File: src/cgp_regs.svh
// register offsets, field positions, reset values and timing counts of the clock control block
`ifndef CGP_REGS_SVH
`define CGP_REGS_SVH

// ****************************************************************
// register offsets
// ****************************************************************
`define CGP_OFS_SYSCTL     8'h00
`define CGP_OFS_OSCCTL     8'h04
`define CGP_OFS_STBY       8'h08
`define CGP_OFS_PLLSEL     8'h0C
`define CGP_OFS_CKSEL      8'h10

// ****************************************************************
// field positions
// ****************************************************************
`define CGP_GEAR_LSB       0
`define CGP_PRESCALE_SELECT_LSB       8
`define CGP_PERIPH_SRC_SELECT_BIT      12
`define CGP_COSEL_LSB      16
`define CGP_WSTART_BIT     0
`define CGP_WBUSY_BIT      1
`define CGP_PLLRUN_BIT     2
`define CGP_WSRC_BIT       3
`define CGP_WTIME_LSB      4
`define CGP_HSEN_BIT       8
`define CGP_LSEN_BIT       9

// ****************************************************************
// writable masks and reset values
// ****************************************************************
`define CGP_SYSCTL_MASK    32'h0003_1707
`define CGP_SYSCTL_RST     32'h0001_0000
`define CGP_OSCCTL_MASK    32'h0000_337C
`define CGP_OSCCTL_RST     32'h0000_0310
`define CGP_STBY_MASK      32'h0003_0307
`define CGP_STBY_RST       32'h0000_0100
`define CGP_PLLSEL_MASK    32'h0000_0001
`define CGP_PLLSEL_RST     32'h0000_0000
`define CGP_CKSEL_MASK     32'h0000_0003
`define CGP_CKSEL_RST      32'h0000_0000

// ****************************************************************
// warm-up exponent bases: n = base + time code, count 2**n
// ****************************************************************
`define CGP_WU_HS_BASE     5'd9
`define CGP_WU_LS_BASE     5'd5
`define CGP_WU_LS_HI_BASE  5'd11

`endif

File: src/cgp_pkg.sv
// types shared by the clock control block
package cgp_pkg;
  typedef enum logic [1:0] {CGP_OUT_LS, CGP_OUT_SYS_HALF, CGP_OUT_SYS, CGP_OUT_PRESC} cgp_out_e;
  typedef logic [31:0] cgp_word_t;
endpackage

File: src/cgp_div_if.sv
// interface joining the top to its divider chain
`timescale 1ns/1ps
`default_nettype none
interface cgp_div_if;
  logic [2:0] gear;
  logic       periph_src_select;
  logic [2:0] prescale_select;
  logic       gear_en;
  logic       periph_en;
  logic       presc_en;
  logic       sys_half_en;
  modport ctl (output gear, periph_src_select, prescale_select,
               input gear_en, periph_en, presc_en, sys_half_en);
  modport div (input gear, periph_src_select, prescale_select,
               output gear_en, periph_en, presc_en, sys_half_en);
endinterface
`default_nettype wire

File: src/cgp_clock_control.sv
// clock control top: register file, clock output select and warm-up timer
// ****************************************************************
// Summary of operation
// - five control words at byte offsets 0x0 to 0x10 from the block base.
// - two-bit select drives clock pin: low-speed, system/2, system, prescaler.
// - peripheral clock comes from geared clock at 0, undivided high-speed at 1.
// - prescaler divides peripheral clock by 1 to 32; codes 110 and 111 reserved.
// - gear code 000 undivided, 100/101/110 divide by 2/4/8, others reserved.
// - writing 1 to warm-up start launches the timer; writing 0 does nothing.
// - warm-up busy reads 1 while counting, 0 once warm-up completes.
// - warm-up source bit picks high-speed (0) or low-speed (1) oscillator.
// - pll run bit clears at reset; software sets it to run the PLL.
// ****************************************************************
`timescale 1ns/1ps
`default_nettype none
`include "cgp_regs.svh"
module cgp_clock_control
  import cgp_pkg::*;
(
  input  wire logic        MCLK_IN,
  input  wire logic        RESET_N_IN,
  input  wire logic        HS_TICK_IN,
  input  wire logic        LS_TICK_IN,
  input  wire logic [7:0]  ADDR_IN,
  input  wire logic [31:0] WDATA_IN,
  input  wire logic        WR_IN,
  input  wire logic        RD_IN,
  output logic      [31:0] RDATA_OUT,
  output logic             CLK_OUT_PIN_OUT,
  output logic             PERIPH_EN_OUT,
  output logic             PRESC_EN_OUT,
  output logic             PLL_RUN_OUT,
  output logic             HS_OSC_ENABLE_OUT,
  output logic             LS_OSC_ENABLE_OUT,
  output logic             WARMUP_BUSY_OUT
);
  cgp_div_if dvi ();

  cgp_word_t   sysctl;
  cgp_word_t   oscctl;
  cgp_word_t   stby;
  cgp_word_t   pllsel;
  cgp_word_t   cksel;
  logic        warmup_busy;
  logic [18:0] wu_cnt;
  logic        wu_src_latched;

  wire         sel_sys;
  wire         sel_osc;
  wire         sel_stby;
  wire         sel_pll;
  wire         sel_ck;
  wire         warmup_start;
  wire         wu_tick;
  wire  [1:0]  clk_out_select;
  wire  [2:0]  warmup_time;
  wire  [4:0]  wu_exp;
  wire  [18:0] wu_limit;
  wire         wu_done;
  cgp_word_t   osc_view;
  cgp_word_t   rd_mux;
  logic        next_pin;

  // ****************************************************************
  // address decode
  // ****************************************************************
  assign sel_sys  = ADDR_IN == `CGP_OFS_SYSCTL;
  assign sel_osc  = ADDR_IN == `CGP_OFS_OSCCTL;
  assign sel_stby = ADDR_IN == `CGP_OFS_STBY;
  assign sel_pll  = ADDR_IN == `CGP_OFS_PLLSEL;
  assign sel_ck   = ADDR_IN == `CGP_OFS_CKSEL;
  assign warmup_start = WR_IN && sel_osc && WDATA_IN[`CGP_WSTART_BIT];

  // ****************************************************************
  // field views
  // ****************************************************************
  assign dvi.gear              = sysctl[`CGP_GEAR_LSB +: 3];
  assign dvi.prescale_select   = sysctl[`CGP_PRESCALE_SELECT_LSB +: 3];
  assign dvi.periph_src_select = sysctl[`CGP_PERIPH_SRC_SELECT_BIT];
  assign clk_out_select        = sysctl[`CGP_COSEL_LSB +: 2];
  assign warmup_time           = oscctl[`CGP_WTIME_LSB +: 3];

  // busy is live state, start is write-only: both read back from here only
  assign osc_view = (oscctl & ~32'h0000_0003) | {30'h0, warmup_busy, 1'b0};

  // unmapped offsets and unused bits read as zero
  assign rd_mux = sel_sys  ? sysctl :
                  sel_osc  ? osc_view :
                  sel_stby ? stby :
                  sel_pll  ? pllsel :
                  sel_ck   ? cksel : 32'h0000_0000;

  // ****************************************************************
  // warm-up timer: 2**n cycles of the chosen oscillator tick
  // ****************************************************************
  assign wu_tick  = wu_src_latched ? LS_TICK_IN : HS_TICK_IN;
  assign wu_exp   = !wu_src_latched ? (`CGP_WU_HS_BASE + {2'h0, warmup_time}) :
                    warmup_time[2] ? (`CGP_WU_LS_HI_BASE + {2'h0, warmup_time}) :
                    (`CGP_WU_LS_BASE + {2'h0, warmup_time});
  assign wu_limit = (warmup_time == 3'h0) ? 19'h0_0000 : (19'h0_0001 << wu_exp);
  assign wu_done  = wu_tick && (wu_cnt + 19'h0_0001 >= wu_limit);

  always_comb
  begin
    next_pin = 1'b0;
    unique case (cgp_out_e'(clk_out_select))
      CGP_OUT_LS:       next_pin = LS_TICK_IN;
      CGP_OUT_SYS_HALF: next_pin = dvi.sys_half_en;
      CGP_OUT_SYS:      next_pin = ~CLK_OUT_PIN_OUT;
      CGP_OUT_PRESC:    next_pin = dvi.presc_en;
    endcase
  end

  // ****************************************************************
  // register file
  // ****************************************************************
  always_ff @(posedge MCLK_IN)
  begin
    if (!RESET_N_IN)
    begin
      sysctl <= `CGP_SYSCTL_RST;
      oscctl <= `CGP_OSCCTL_RST;
      stby   <= `CGP_STBY_RST;
      pllsel <= `CGP_PLLSEL_RST;
      cksel  <= `CGP_CKSEL_RST;
    end
    else if (WR_IN)
    begin
      if (sel_sys)
        sysctl <= WDATA_IN & `CGP_SYSCTL_MASK;
      if (sel_osc)
        oscctl <= WDATA_IN & `CGP_OSCCTL_MASK;
      if (sel_stby)
        stby <= WDATA_IN & `CGP_STBY_MASK;
      if (sel_pll)
        pllsel <= WDATA_IN & `CGP_PLLSEL_MASK;
      if (sel_ck)
        cksel <= WDATA_IN & `CGP_CKSEL_MASK;
    end
  end

  always_ff @(posedge MCLK_IN)
  begin
    if (!RESET_N_IN)
    begin
      warmup_busy    <= 1'b0;
      wu_cnt         <= 19'h0_0000;
      wu_src_latched <= 1'b0;
    end
    else
    begin
      if (warmup_start)
      begin
        // source is fixed at the start; the time code is read live, so a later write can still change the limit
        wu_src_latched <= WDATA_IN[`CGP_WSRC_BIT];
        wu_cnt         <= 19'h0_0000;
        warmup_busy    <= 1'b1;
      end
      else if (warmup_busy)
      begin
        if (wu_limit == 19'h0_0000 || wu_done)
          warmup_busy <= 1'b0;
        else if (wu_tick)
          wu_cnt <= wu_cnt + 19'h0_0001;
      end
    end
  end

  // ****************************************************************
  // outputs
  // ****************************************************************
  always_ff @(posedge MCLK_IN)
  begin
    if (!RESET_N_IN)
    begin
      RDATA_OUT         <= 32'h0000_0000;
      CLK_OUT_PIN_OUT   <= 1'b0;
      PERIPH_EN_OUT     <= 1'b0;
      PRESC_EN_OUT      <= 1'b0;
      PLL_RUN_OUT       <= 1'b0;
      HS_OSC_ENABLE_OUT <= 1'b1;
      LS_OSC_ENABLE_OUT <= 1'b1;
      WARMUP_BUSY_OUT   <= 1'b0;
    end
    else
    begin
      RDATA_OUT         <= RD_IN ? rd_mux : 32'h0000_0000;
      CLK_OUT_PIN_OUT   <= next_pin;
      PERIPH_EN_OUT     <= dvi.periph_en;
      PRESC_EN_OUT      <= dvi.presc_en;
      PLL_RUN_OUT       <= oscctl[`CGP_PLLRUN_BIT];
      HS_OSC_ENABLE_OUT <= oscctl[`CGP_HSEN_BIT];
      LS_OSC_ENABLE_OUT <= oscctl[`CGP_LSEN_BIT];
      WARMUP_BUSY_OUT   <= warmup_busy;
    end
  end

  cgp_divider u_div (
    .MCLK_IN    (MCLK_IN),
    .RESET_N_IN (RESET_N_IN),
    .dv         (dvi.div)
  );
endmodule
`default_nettype wire

File: src/cgp_divider.sv
// divider chain making the geared, peripheral and prescaler clock enables
`timescale 1ns/1ps
`default_nettype none
`include "cgp_regs.svh"
module cgp_divider
  import cgp_pkg::*;
(
  input  wire logic MCLK_IN,
  input  wire logic RESET_N_IN,
  cgp_div_if.div    dv
);
  logic [2:0] gear_cnt;
  logic [4:0] presc_cnt;
  logic       half_tog;
  wire        gear_hit;
  wire  [2:0] gear_mask;
  wire  [4:0] presc_mask;
  wire        periph_tick;

  // ****************************************************************
  // gear: codes 100 to 110 divide by 2 << low bits, reserved codes pass fc
  // ****************************************************************
  assign gear_mask = (dv.gear[2] && dv.gear[1:0] != 2'h3) ?
                     ((3'h2 << dv.gear[1:0]) - 3'h1) : 3'h0;
  assign gear_hit  = (gear_cnt & gear_mask) == 3'h0;
  assign periph_tick = dv.periph_src_select ? 1'b1 : gear_hit;
  // reserved prescaler codes fall back to divide by 32 to stay bounded
  assign presc_mask = (dv.prescale_select > 3'h5) ? 5'h1F :
                      ((5'h01 << dv.prescale_select) - 5'h01);

  always_ff @(posedge MCLK_IN)
  begin
    if (!RESET_N_IN)
    begin
      gear_cnt     <= 3'h0;
      presc_cnt    <= 5'h00;
      half_tog     <= 1'b0;
      dv.gear_en   <= 1'b0;
      dv.periph_en <= 1'b0;
      dv.presc_en  <= 1'b0;
      dv.sys_half_en <= 1'b0;
    end
    else
    begin
      gear_cnt     <= gear_cnt + 3'h1;
      half_tog     <= ~half_tog;
      dv.gear_en   <= gear_hit;
      dv.periph_en <= periph_tick;
      dv.sys_half_en <= half_tog;
      if (periph_tick)
        presc_cnt <= presc_cnt + 5'h01;
      dv.presc_en  <= periph_tick && ((presc_cnt & presc_mask) == 5'h00);
    end
  end
endmodule
`default_nettype wire

File: config.mk
export PLATFORM = sky130hd
export DESIGN_NAME = cgp_clock_control
export DESIGN_NICKNAME = d
export VERILOG_FILES = /design/src/cgp_pkg.sv /design/src/cgp_div_if.sv /design/src/cgp_clock_control.sv /design/src/cgp_divider.sv
export VERILOG_INCLUDE_DIRS = /design/src
export SDC_FILE = /design/constraint.sdc
export NUM_CORES = 1
export LEC_CHECK = 0
export BUFFER_PORTS_ARGS = -buffer_cell sky130_fd_sc_hd__buf_2
export CAP_MARGIN = 15
export CORE_MARGIN = 2
export CORE_UTILIZATION = 55
export CTS_BUF_LIST = sky130_fd_sc_hd__clkbuf_8
export CTS_CLUSTER_DIAMETER = 120
export DETAILED_ROUTE_END_ITERATION = 16
export PLACE_DENSITY = 0.81
export SETUP_SLACK_MARGIN = 0.3
export SLEW_MARGIN = 20
export SYNTH_ARGS = -nofsm -noshare
export SYNTH_HDL_FRONTEND = slang
export SYNTH_SLANG_ARGS = --single-unit
File: constraint.sdc
create_clock -name MCLK_IN -period 4.2 [get_ports MCLK_IN]
set_input_delay 1.26 -clock MCLK_IN [delete_from_list [all_inputs] [get_ports MCLK_IN]]
set_output_delay 1.26 -clock MCLK_IN [all_outputs]
set_load 0.03 [all_outputs]
# --- After elaboration in Yosys (flattened, before gate mapping) ---
# Index checks and enable logic that the tools add are counted.
word_totals:
  register_bits: 100
  out_inout_bits: 39
  elab_cells: 89
classes:
  addsub: 8
  order_cmp: 2
  n_eq_ne: 8
  shifts: 3
  n_mux: 16
  n_bitwise: 8
  n_reduce_logical: 21
op_table:
  columns: ["cell", "count"]
  rows:
  - ["$mux 18", 3]
  - ["$add 19x1->19 const B", 1]
  - ["$ge 19x19->1", 1]
  - ["$logic_not 19->1", 1]
  - ["$mux 19", 1]
  - ["$shl 1x5->19 const A", 1]
  - ["$eq 8x4->1 const B", 2]
  - ["$mux 5", 3]
  - ["$or 14x2->14", 1]
  - ["$reduce_and 2->1", 6]
  - ["$add 4x3->5 const A", 2]
  - ["$eq 8x3->1 const B", 1]
  - ["$eq 8x5->1 const B", 1]
  - ["$logic_not 8->1", 1]
  - ["$logic_not 3->1", 2]
  - ["$add 5x1->5 const B", 1]
  - ["$and 5x5->5", 1]
  - ["$logic_and 1x1->1", 5]
  - ["$logic_not 5->1", 1]
  - ["$mux 1", 5]
  - ["$not 1->1", 5]
  - ["$shl 1x3->5 const A", 1]
  - ["$sub 5x1->5 const B", 1]
  - ["$add 3x3->4 const A", 1]
  - ["other kinds (15)", 18]

# --- Depth between registers and ports, before layout ---
# Gate-level depths: netlist of run 1.
logic_depth:
  word_depth: 11
  depth_mapped: 17

# --- By module ---
# A second synthesis of run 1 with hierarchy kept.
hier_totals:
  cells_unflattened: 544
  hier_area_um2: 4823.4
modules_own_cells:
  columns: ["module", "n_inst", "cells_per_inst", "area_per_inst_um2", "seq_area_each_um2"]
  rows:
  - ["cgp_clock_control", 1, 496, 4274.1, 1401.3]
  - ["cgp_divider", 1, 48, 549.3, 260.2]

# --- Least setup slack after synthesis of run 1 ---
# OpenSTA, ideal clock, no wires.
synth_timing:
  path_kind: "register to register"
  from: "register oscctl[4]"
  to: "register wu_cnt[1]"
  t_arrival_ns: 3.739
  t_required_ns: 4.081
  path_slack_ns: 0.342
  stages_incl_launch_ff: 16
  period_less_slack_ns: 3.858
  path_cell_list: "dfxtp_1 -> ha_1 -> ha_1 -> nor2b_1 -> a211o_1 -> nor4_1 -> nand3_1 -> ha_1 -> a21o_1 -> a221o_1 -> a2111oi_4 -> o221ai_2 -> a21oi_4 -> buf_4 -> mux2i_1 -> nor2_1"
synth_via:
  elab_chain_len: 10
  elab_cells_between_ends: 14
synth_rtl:
  columns: ["element", "line", "source"]
  rows:
  - ["start, declared", "cgp_clock_control.sv:40", "cgp_word_t oscctl;"]
  - ["start signal, assigned", "cgp_clock_control.sv:122", "oscctl <= `CGP_OSCCTL_RST;"]
  - ["start signal, assigned", "cgp_clock_control.sv:132", "oscctl <= WDATA_IN & `CGP_OSCCTL_MASK;"]
  - ["$add 4x3->5 (no line) / $add 3x3->4 (equally long branches)", null, null]
  - ["$mux 5", "cgp_clock_control.sv:98", "warmup_time[2] ? (`CGP_WU_LS_HI_BASE + {2'h0, warmup_time}) :"]
  - ["$mux 5", "cgp_clock_control.sv:97", "assign wu_exp = !wu_src_latched ? (`CGP_WU_HS_BASE + {2'h0, warmup_time}) :"]
  - ["$shl 1x5->19", "cgp_clock_control.sv:100", "assign wu_limit = (warmup_time == 3'h0) ? 19'h0_0000 : (19'h0_0001 << wu_exp);"]
  - ["$mux 19 *", "cgp_clock_control.sv:100", null]
  - ["$ge 19x19->1", "cgp_clock_control.sv:101", "assign wu_done = wu_tick && (wu_cnt + 19'h0_0001 >= wu_limit);"]
  - ["$logic_and 1x1->1", "cgp_clock_control.sv:101", null]
  - ["$logic_or 1x1->1 *", "cgp_clock_control.sv:161", "if (wu_limit == 19'h0_0000 || wu_done)"]
  - ["$not 1->1 (no line) *", null, null]
  - ["$reduce_and 3->1 (no line) *", null, null]
  - ["end signal, assigned", "cgp_clock_control.sv:164", "wu_cnt <= wu_cnt + 19'h0_0001;"]
  - ["end, declared", "cgp_clock_control.sv:45", "logic [18:0] wu_cnt;"]
# Every way passes the cells marked *; elsewhere a longest branch is shown, timed or not.
# A chain may end at the register's enable or synchronous reset.

# --- Worst setup path after layout of run 1 ---
layout_timing:
  from: "register wu_cnt[3]"
  to: "register wu_cnt[17]"
layout_via:
  elab_chain_len: 6
layout_rtl:
  columns: ["element", "line"]
  rows:
  - ["$add 19x1->19 *", "cgp_clock_control.sv:101, cgp_clock_control.sv:164"]
  - ["$ge 19x19->1", "cgp_clock_control.sv:101"]
  - ["$logic_and 1x1->1", "cgp_clock_control.sv:101"]
  - ["$logic_or 1x1->1", "cgp_clock_control.sv:161"]
  - ["$not 1->1 (no line)", null]
  - ["$reduce_and 3->1 (no line)", null]
# Marks and branches as above.

==> results of run 1 <==
-- path summary, 6_finish.rpt --
| check | startpoint | end | slack, ps | cells past startpoint |
|---|---|---|---|---|
| min | u_div.half_tog | u_div.half_tog | 420 | 1 |
| min reg2reg | u_div.half_tog | u_div.half_tog | 420 | 1 |
| max | wu_cnt[3] | wu_cnt[17] | 240 | 15 |
| max reg2reg | wu_cnt[3] | wu_cnt[17] | 240 | 15 |
-- routing by layer --
layer	wire length, um	up-vias	global-route usage (%)
met2	5810	182	41.6
met1	4900	1899	28.1
met3	669	41	4.27
met5	0	-	0
met4	481	0	11.2
li1	-	1914	-
-- synthesized netlist by cell type (14+ instances only) --
cell      number
dfxtp_1       82
nand2_1       61
ha_1          26
xor2_1        14
xnor2_1       17
nor2b_1       20
nand3_1       34
buf_4         20
a21oi_1       25
mux2i_1       23
a21boi_0      16
nor2_1        31
and2_1        19
-- sequential cells by signal, summed over array words and instances, names as in the netlist, 2 cells and up --
name             count
cksel                2
stby                 7
oscctl               9
RDATA_OUT           14
sysctl               9
u_div.presc_cnt      5
u_div.gear_cnt       3
wu_cnt              19
-- cell families (layout without fill, tap and decap cells) --
group | count (synthesis) | count (layout) | share of synthesized area (%)
flip-flops | 82 | 82 | 36.0
AO/OA/AOI/OAI | 82 | 82 | 13.6
XOR/XNOR | 31 | 31 | 5.96
buffers and inverters | 52 | 108 | 6.07
multiplexers | 26 | 26 | 6.04
AND/OR/NAND/NOR | 221 | 221 | 25.1
other | 1 | 18 | 0.0823
adder cells (fa/ha/maj) | 26 | 26 | 7.14
-- per-stage QoR --
stage	hold slack, ps	setup TNS (ps)	area [um2]	instances
3_5_place_dp	401	-91.1	4880	664
4_1_cts	413	0	5320	690
5_1_grt	439	0	5640	699
3_3_place_gp	393	0	4880	664
2_1_floorplan	384	0	4620	538
6_report	422	0	5640	699
-- final cells by class --
type | count | area, um2 | area share, %
clock buffers | 9 | 124 | 2.20
clock inverters | 7 | 53.8 | 0.954
inverters | 11 | 41.3 | 0.732
multi-input cells | 404 | 3050 | 54.0
flip-flops and latches | 82 | 1650 | 29.3
well taps | 105 | 131 | 2.33
repair buffers | 81 | 589 | 10.5
-- worst register-to-register path, stage by stage (launching register included) --
cell and delay (ps):
dfxtp_1 450, nand2_2 180, nor4_4 360, and3_1 240
buf_4 150, and3_2 250, xnor2_2 150, ha_4 230
and4_1 190, and3_4 190, a2111oi_4 420, o221ai_4 260
buf_12 210, a2111oi_4 340, xnor2_2 170, nor2_2 50
-- power by group through the flow --
stage	Clock (mW)	Combinational, mW	Sequential [mW]
4_1_cts	0.531	0.0917	0.792
2_1_floorplan	0	0.0722	0.812
6_report	0.525	0.0941	0.791
5_1_grt	0.559	0.102	0.792
3_5_place_dp	0	0.0899	0.811
3_3_place_gp	0	0.0885	0.810
-- repair_timing --
item                       4_1_cts  5_1_grt
setup endpoints to repair       19       19
buffers inserted                 8        8
cloned                           2        1
pin swaps                       15       24
gates resized for setup         26       44
==> flow_summary.ini, run 1 <==
[run_status]
status = completed

[clocking]
clkTransAtPathRegs_ps = 90
root_buffer = clkbuf_8
clock_path_buffers = 2
cts.sinks = 82
numCtsBuffers = 9
cts_hold_buffers = 0
clkLatencyLatePin_ps = 360
htreeDepth = 3
cts_tree = done

[route]
vias = 4036
routedWlPerCell_um = 17.0
antenna_left = 0
first_pass_iters = 5
drt-total-wl_um = 11900
drc = 0
drtIter0Drc = 250
via_per_inst = 5.77

[setup_path]
crit_slowest_cell = dfxtp_1
crit_path_cell_trace = nand2_2 > nor4_4 > and3_1 > buf_4 > and3_2 > xnor2_2 > ha_4 > and4_1 > and3_4 > a2111oi_4 > o221ai_4 > buf_12 > a2111oi_4 > xnor2_2 > nor2_2
path_class = register to register
path_buf_inv = 2
max_stage_delay_ps = 450
crit_required_ps = 4430
cp_top_family = simple AND/OR/NAND/NOR gates
start_kind = register
worstPathMaxFanout = 5
crit_path_end_kind = register
cp.arrival_ps = 4190

[pwr]
p_leak_nw = 2.36
switchingPower_uw = 376
p_comb_share_pct = 6.7
ir_drop_mv = 0.161
clkPwrFrac_pct = 37.2
power_density_nw_per_um2 = 250
total_power_mw = 1.41
p_sw_share_pct = 26.7
p_int_mw = 1.03
power_frac_seq_pct = 56.1

[sta]
slew_viol_final = 0
layout_min_cycle_time_ps = 3960
hold_viol = 0
worst_slack_ps = 238
fin_skew_ps = 15.4
worstMarginPinSlew_ps = 858
grt_setup_unrepaired = true
setup_viol = 0
fmax_mhz = 252
relSlewSlack_pct = 42.6
finalCritPeriodShare_pct = 94.3

[synth]
yosys_register_bits = 82
synth_top_area_share_pct = 36.0
syn_inst = 521
yosysWarnings = 0
yosysUniqueCellTypes = 58
synthArstFlopShare_pct = 0
synth_top_area_cell = dfxtp_1
synth_edf_count = 0
syn_area_per_cell_um2 = 8.74
synth-main-ff-cell = dfxtp_1
yosys-top-cells-area = dfxtp_1, ha_1, mux2i_1, nand2_1, nand3_1
ys_seq_area_share_pct = 36.0
syn_area_um2 = 4560

[global_route]
grt_usage_pct = 23.8
grt_pass1_vias = 3662
grt_max_degree = 31
grt_pass1_wl_um = 16800
antenna_found_initial = 0
overflow = 0

[finish]
nets = 661
final_common_cell = dfxtp_1
drive_gt1_share_pct = 27.1
area_delta_synth_final_pct = 23.8
fill_cells = 575
insertedDiodeCount = 0
final_cell_mix = dfxtp_1, nand2_1, buf_2
final_util_pct = 69.3

[die]
die_area_um2 = 9030
rows = 33
die_w_um = 95.0
die_y_um = 95.0
coreArea_um2 = 8130
io_pins = 85
initial_utilization_pct = 56.0

[hold_path]
min_path_type = register to register

[placement]
dp_hpwl_um = 7020
port_buffers = 48
gp_congestion = 0.856
post-place-ws_ps = -57.9

[run]
cap_viol_max_count = 0
(Power assumes the default switching activity.)
==> inputs of run 2 (changes only) <==
==> constraint.sdc (replaced) <==
create_clock -name MCLK_IN -period 4.2 [get_ports MCLK_IN]
set_input_delay 0.42 -clock MCLK_IN [delete_from_list [all_inputs] [get_ports MCLK_IN]]
set_output_delay 0.42 -clock MCLK_IN [all_outputs]
set_load 0.03 [all_outputs]
==> run 2 against run 1 <==
  * Setup slack got worse by 2.3 ps
  * Sequential cell count unchanged
  * Worst hold slack got worse by 120 ps
  * Critical path type unchanged
  * Combinational power decreased by 2%
  * Sequential share of layout area increased by 0.83 points
  * Core utilization decreased by 1.9 points
==> flow_summary.ini, run 2 (synthesis gave the netlist of run 1 again) <==
[finish]
top_regs = wu_cnt: 19 flops, RDATA_OUT: 14 flops
final_cell_mix = dfxtp_1, nand2_1, buf_2
drive_gt1_share_pct = 23.9
final_cells = 694
regMostFlops = wu_cnt
largest_reg_flops = 19
final_common_cell = dfxtp_1
area_delta_synth_final_pct = 20.4
nets = 656
insertedDiodeCount = 0

[die]
io_pins = 85
initial_utilization_pct = 56.0
die_y_um = 95.0
die_area_um2 = 9030
coreArea_um2 = 8130
die_w_um = 95.0
rows = 33

[setup_path]
reg2reg_depth = 16
crit_path_cell_trace = ha_4 > ha_4 > nor2b_4 > a211o_1 > buf_4 > nor2_1 > nand2_1 > ha_1 > a21oi_1 > o21ai_0 > a221oi_1 > o221ai_4 > buf_4 > a211oi_1 > xnor2_1 > nor2_1
crit_slowest_cell = a221oi_1
path_class = register to register
crit_required_ps = 4410
crit_path_end_kind = register
ff2ff_setup_slack_ps = 240
start_kind = register
worstPathMaxFanout = 5
cp.arrival_ps = 4170
max_stage_delay_ps = 460
r2r-end = wu_cnt[3]
r2r_start = oscctl[4]

[placement]
dp_hpwl_um = 6940
port_buffers = 48
dp.cells = 662
gp_congestion = 0.901

[pwr]
power_frac_seq_pct = 56.1
p_sw_share_pct = 26.7
p_leak_nw = 2.32
power_density_nw_per_um2 = 257
switchingPower_uw = 377
p_int_mw = 1.03
p_comb_share_pct = 6.5
clkPwrFrac_pct = 37.4
ir_drop_mv = 0.152

[global_route]
grt_pass1_vias = 3584
antenna_found_initial = 0
grt_pass1_wl_um = 16500
grt_usage_pct = 23.0
overflow = 0
grt_max_degree = 52

[sta]
finalCritPeriodShare_pct = 94.4
hold_viol = 0
timing.hold.ws_ps = 302
grt_setup_unrepaired = true
fin_skew_ps = 11.4
fin_setup_tns_ps = 0
setup_viol = 0
relSlewSlack_pct = 43.9
slew_viol_final = 0
layout_min_cycle_time_ps = 3960
worstMarginPinSlew_ps = 839
fmax_mhz = 252

[route]
drc = 0
drt-total-wl_um = 10900
routedWlPerCell_um = 15.7
first_pass_iters = 5
drtIter0Drc = 248
antenna_left = 0
vias = 3983
via_per_inst = 5.74

[run]
cap_viol_max_count = 0

[hold_path]
hold_path_depth = 3
min_path_type = input pin to register
min_from = WDATA_IN[4]
min_to = oscctl[4]

[clocking]
clkLatencyLatePin_ps = 350
numCtsBuffers = 9
clock_path_buffers = 2
htreeDepth = 3
cts_tree = done
clkTransAtPathRegs_ps = 90
cts.sinks = 82
root_buffer = clkbuf_8

[run_status]
status = completed
## run 2: worst max path at each step
stage | to | slack, ps | start
4_1_cts | wu_cnt[15] | 300 | oscctl[5]
2_1_floorplan | wu_cnt[1] | 340 | oscctl[4]
5_1_grt | wu_cnt[3] | 130 | oscctl[4]
3_5_place_dp | wu_cnt[1] | 30 | oscctl[5]
6_report | wu_cnt[3] | 240 | oscctl[4]
3_3_place_gp | wu_cnt[15] | 170 | oscctl[5]
## run 2: metal layers
layer  GRT usage, %  part of all wire [%]  up-vias  wire length, um
met4           7.73                   2.5        0              269
met3           3.24                   4.7       22              514
met1           29.3                    42     1926             4620
met2           40.0                    50      133             5480
li1               -                     -     1902                -
met5              0                     0        -                0
## run 2: repair_timing
| item | in CTS | in global routing |
|---|---|---|
| gates resized for setup | 19 | 31 |
| pin swaps | 11 | 32 |
| hold buffers | 0 | 0 |
| buffers inserted | 10 | 3 |
| setup endpoints to repair | 19 | 19 |
| gates cloned | 2 | 1 |
## run 2: stage by stage
stage / cell area [um2] / setup slack [ps] / total power, mW / util [%]
2_1_floorplan: 4620 / 342 / 0.884 / -
3_3_place_gp: 4860 / 166 / 0.898 / 59.8
3_5_place_dp: 4860 / 31.1 / 0.900 / 59.8
4_1_cts: 5300 / 300 / 1.41 / 65.1
5_1_grt: 5490 / 129 / 1.46 / 67.5
6_report: 5490 / 236 / 1.41 / 67.5
## run 2: critical path, delay by kind of cell (launching register included)
kind	cells	cell delay [ps]
compound gates	6	1620
xor+xnor	1	180
fa+ha+maj	3	660
buf+inv	2	360
flops	1	370
simple gates	4	610
## run 2: final cells by class
class / count / area, um2
clock buffers: 9 / 124
clock inverters: 7 / 53.8
fillers: 610 / 2650
inverters: 11 / 41.3
multi-input cells: 404 / 2930
flip-flops and latches: 82 / 1650
well taps: 105 / 131
repair buffers: 76 / 548
## run 2: power groups by stage
| stage | clock network (mW) | logic [mW] | registers [mW] |
|---|---|---|---|
| final | 0.527 | 0.0923 | 0.791 |
| after global placement | 0 | 0.0875 | 0.810 |
| after detailed placement | 0 | 0.0893 | 0.811 |
| after global routing | 0.564 | 0.101 | 0.793 |
| after CTS | 0.532 | 0.0909 | 0.792 |
| after floorplan | 0 | 0.0722 | 0.812 |
==> inputs of run 3 (changes only) <==
- CORE_UTILIZATION: 55 -> 46
- PLACE_DENSITY: 0.81 -> 0.7
==> run 3 against run 2 <==
  * Register-to-register slack lost 40 ps
  * Critical endpoint is now wu_cnt[1]
  * Sequential power is essentially flat
  * Fmax shrank 1.1%
  * Critical path depth grew 1
==> flow_summary.ini, run 3 (synthesis gave the netlist of run 1 again) <==
[route]
drtIter0Drc = 159
first_pass_iters = 4
drc = 0
drt-total-wl_um = 10900
routedWlPerCell_um = 15.0
antenna_left = 0
via_per_inst = 5.33
maxUsedRoutingLayer = met4
wl_met1_um = 4860
met3_wirelength_um = 454
vias = 3873
wl_met2_um = 5270

[clocking]
cts_hold_buffers = 0
clkLatencyLatePin_ps = 370
cts.sinks = 82
htreeDepth = 3
clock_path_buffers = 2
numCtsBuffers = 9
cts_tree = done
root_buffer = clkbuf_8
clkTransAtPathRegs_ps = 90

[sta]
relSlewSlack_pct = 38.6
hold_viol = 0
layout_min_cycle_time_ps = 4010
slew_viol_final = 0
fin_skew_ps = 9.51
setup_viol = 0
fin_setup_tns_ps = 0
finalCritPeriodShare_pct = 95.4
fmax_mhz = 250
grt_setup_unrepaired = true
worstMarginPinSlew_ps = 917

[setup_path]
r2r-end = wu_cnt[1]
r2r_start = oscctl[5]
crit_path_end_kind = register
endpoint = wu_cnt[1]
start_kind = register
path_buf_inv = 3
crit_required_ps = 4430
ff2ff_setup_slack_ps = 190
crit_path_cell_trace = ha_4 > ha_4 > nor2b_4 > a211o_1 > nor4_2 > buf_4 > nand2_2 > ha_4 > and2_4 > a221o_1 > a2111oi_4 > o221ai_4 > a21oi_4 > buf_12 > buf_6 > mux2i_1 > nor2_1
cp_top_family = compound AO/OA/AOI/OAI gates
crit_start = oscctl[5]
worstPathMaxFanout = 5
cp.arrival_ps = 4240
path_class = register to register
max_stage_delay_ps = 400
cp.depth = 17
crit_slowest_cell = a2111oi_4
reg2reg_depth = 17
cp_common_cell = ha_4

[pwr]
p_sw_share_pct = 27.1
ir_drop_mv = 0.144
p_comb_share_pct = 6.5
switchingPower_uw = 385
p_leak_nw = 2.33
power_frac_seq_pct = 55.7
p_int_mw = 1.04
clkPwrFrac_pct = 37.8
total_power_mw = 1.42
power_density_nw_per_um2 = 254

[finish]
final_util_pct = 57.8
final_common_cell = dfxtp_1
insertedDiodeCount = 0
nets = 660
largest_reg_flops = 19
area_delta_synth_final_pct = 22.8
postLayoutCellArea_um2 = 5590
regMostFlops = wu_cnt
drive_gt1_share_pct = 26.0
fill_cells = 843
top_regs = wu_cnt: 19 flops, RDATA_OUT: 14 flops
final_cell_mix = dfxtp_1, nand2_1, buf_2

[placement]
dp_hpwl_um = 6820
placedInstanceArea_um2 = 4910
gp_congestion = 0.871
port_buffers = 48

[hold_path]
min_path_type = input pin to register
min_from = WDATA_IN[4]

[die]
die_w_um = 104
initial_utilization_pct = 47.0
die_y_um = 104
coreArea_um2 = 9680
io_pins = 85
rows = 36
die_area_um2 = 10700

[global_route]
grt_max_degree = 52
antenna_found_initial = 0
overflow = 0
grt_usage_pct = 18.3
grt_pass1_vias = 3550
grt_pass1_wl_um = 16300

[run_status]
status = completed

[run]
cap_viol_max_count = 0
run 3: what timing repair did:
item | in CTS | in global routing
setup buffers | 4 | 11
resized for setup | 13 | 45
pin swaps | 4 | 31
hold endpoints to repair | 0 | 0
setup endpoints to repair | 19 | 20
cloned | 0 | 3
run 3: worst min path at each step:
stage	slack [ps]	endpoint	depth (start not counted)
2_1_floorplan	380	u_div.half_tog	1
3_3_place_gp	390	u_div.half_tog	1
3_5_place_dp	400	u_div.half_tog	1
4_1_cts	270	oscctl[4]	3
5_1_grt	300	oscctl[4]	3
6_report	280	oscctl[4]	3
run 3: layer usage:
layer,up-vias,track usage [%]
met4,0,6.76
met5,-,0
met2,97,30.3
met1,1829,23.8
met3,32,3.71
li1,1915,-
run 3: worst register-to-register path, delay by kind of cell (launching register included):
kind                       cells  cell delay [ps]
buffers and inverters          3              470
muxes                          1              210
adders and majority gates      3              580
and+or+nand+nor                5              770
DFF                            1              380
AOI/OAI and AO/OA              5             1490
run 3: area by class of cell:
cell class	count	area, um2	share of cell area, %
flip-flops and latches	82	1650	29.5
inverters	11	41.3	0.738
clock inverters	7	51.3	0.917
repair buffers	80	567	10.1
clock buffers	9	124	2.21
well taps	133	166	2.97
multi-input cells	404	2990	53.5
run 3: power by group through the flow:
stage / registers [mW] / clock network (mW) / logic, mW
floorplan: 0.812 / 0 / 0.0722
global placement: 0.810 / 0 / 0.0888
detailed placement: 0.811 / 0 / 0.0897
CTS: 0.792 / 0.547 / 0.0908
global route: 0.793 / 0.579 / 0.100
finish: 0.791 / 0.536 / 0.0925
run 3: per-stage QoR:
step	cells	hold slack (ps)	setup slack, ps
floorplan	538	384	342
finish	726	279	193
global route	726	296	11.6
CTS	712	269	324
detailed placement	692	405	83.5
global placement	692	394	152
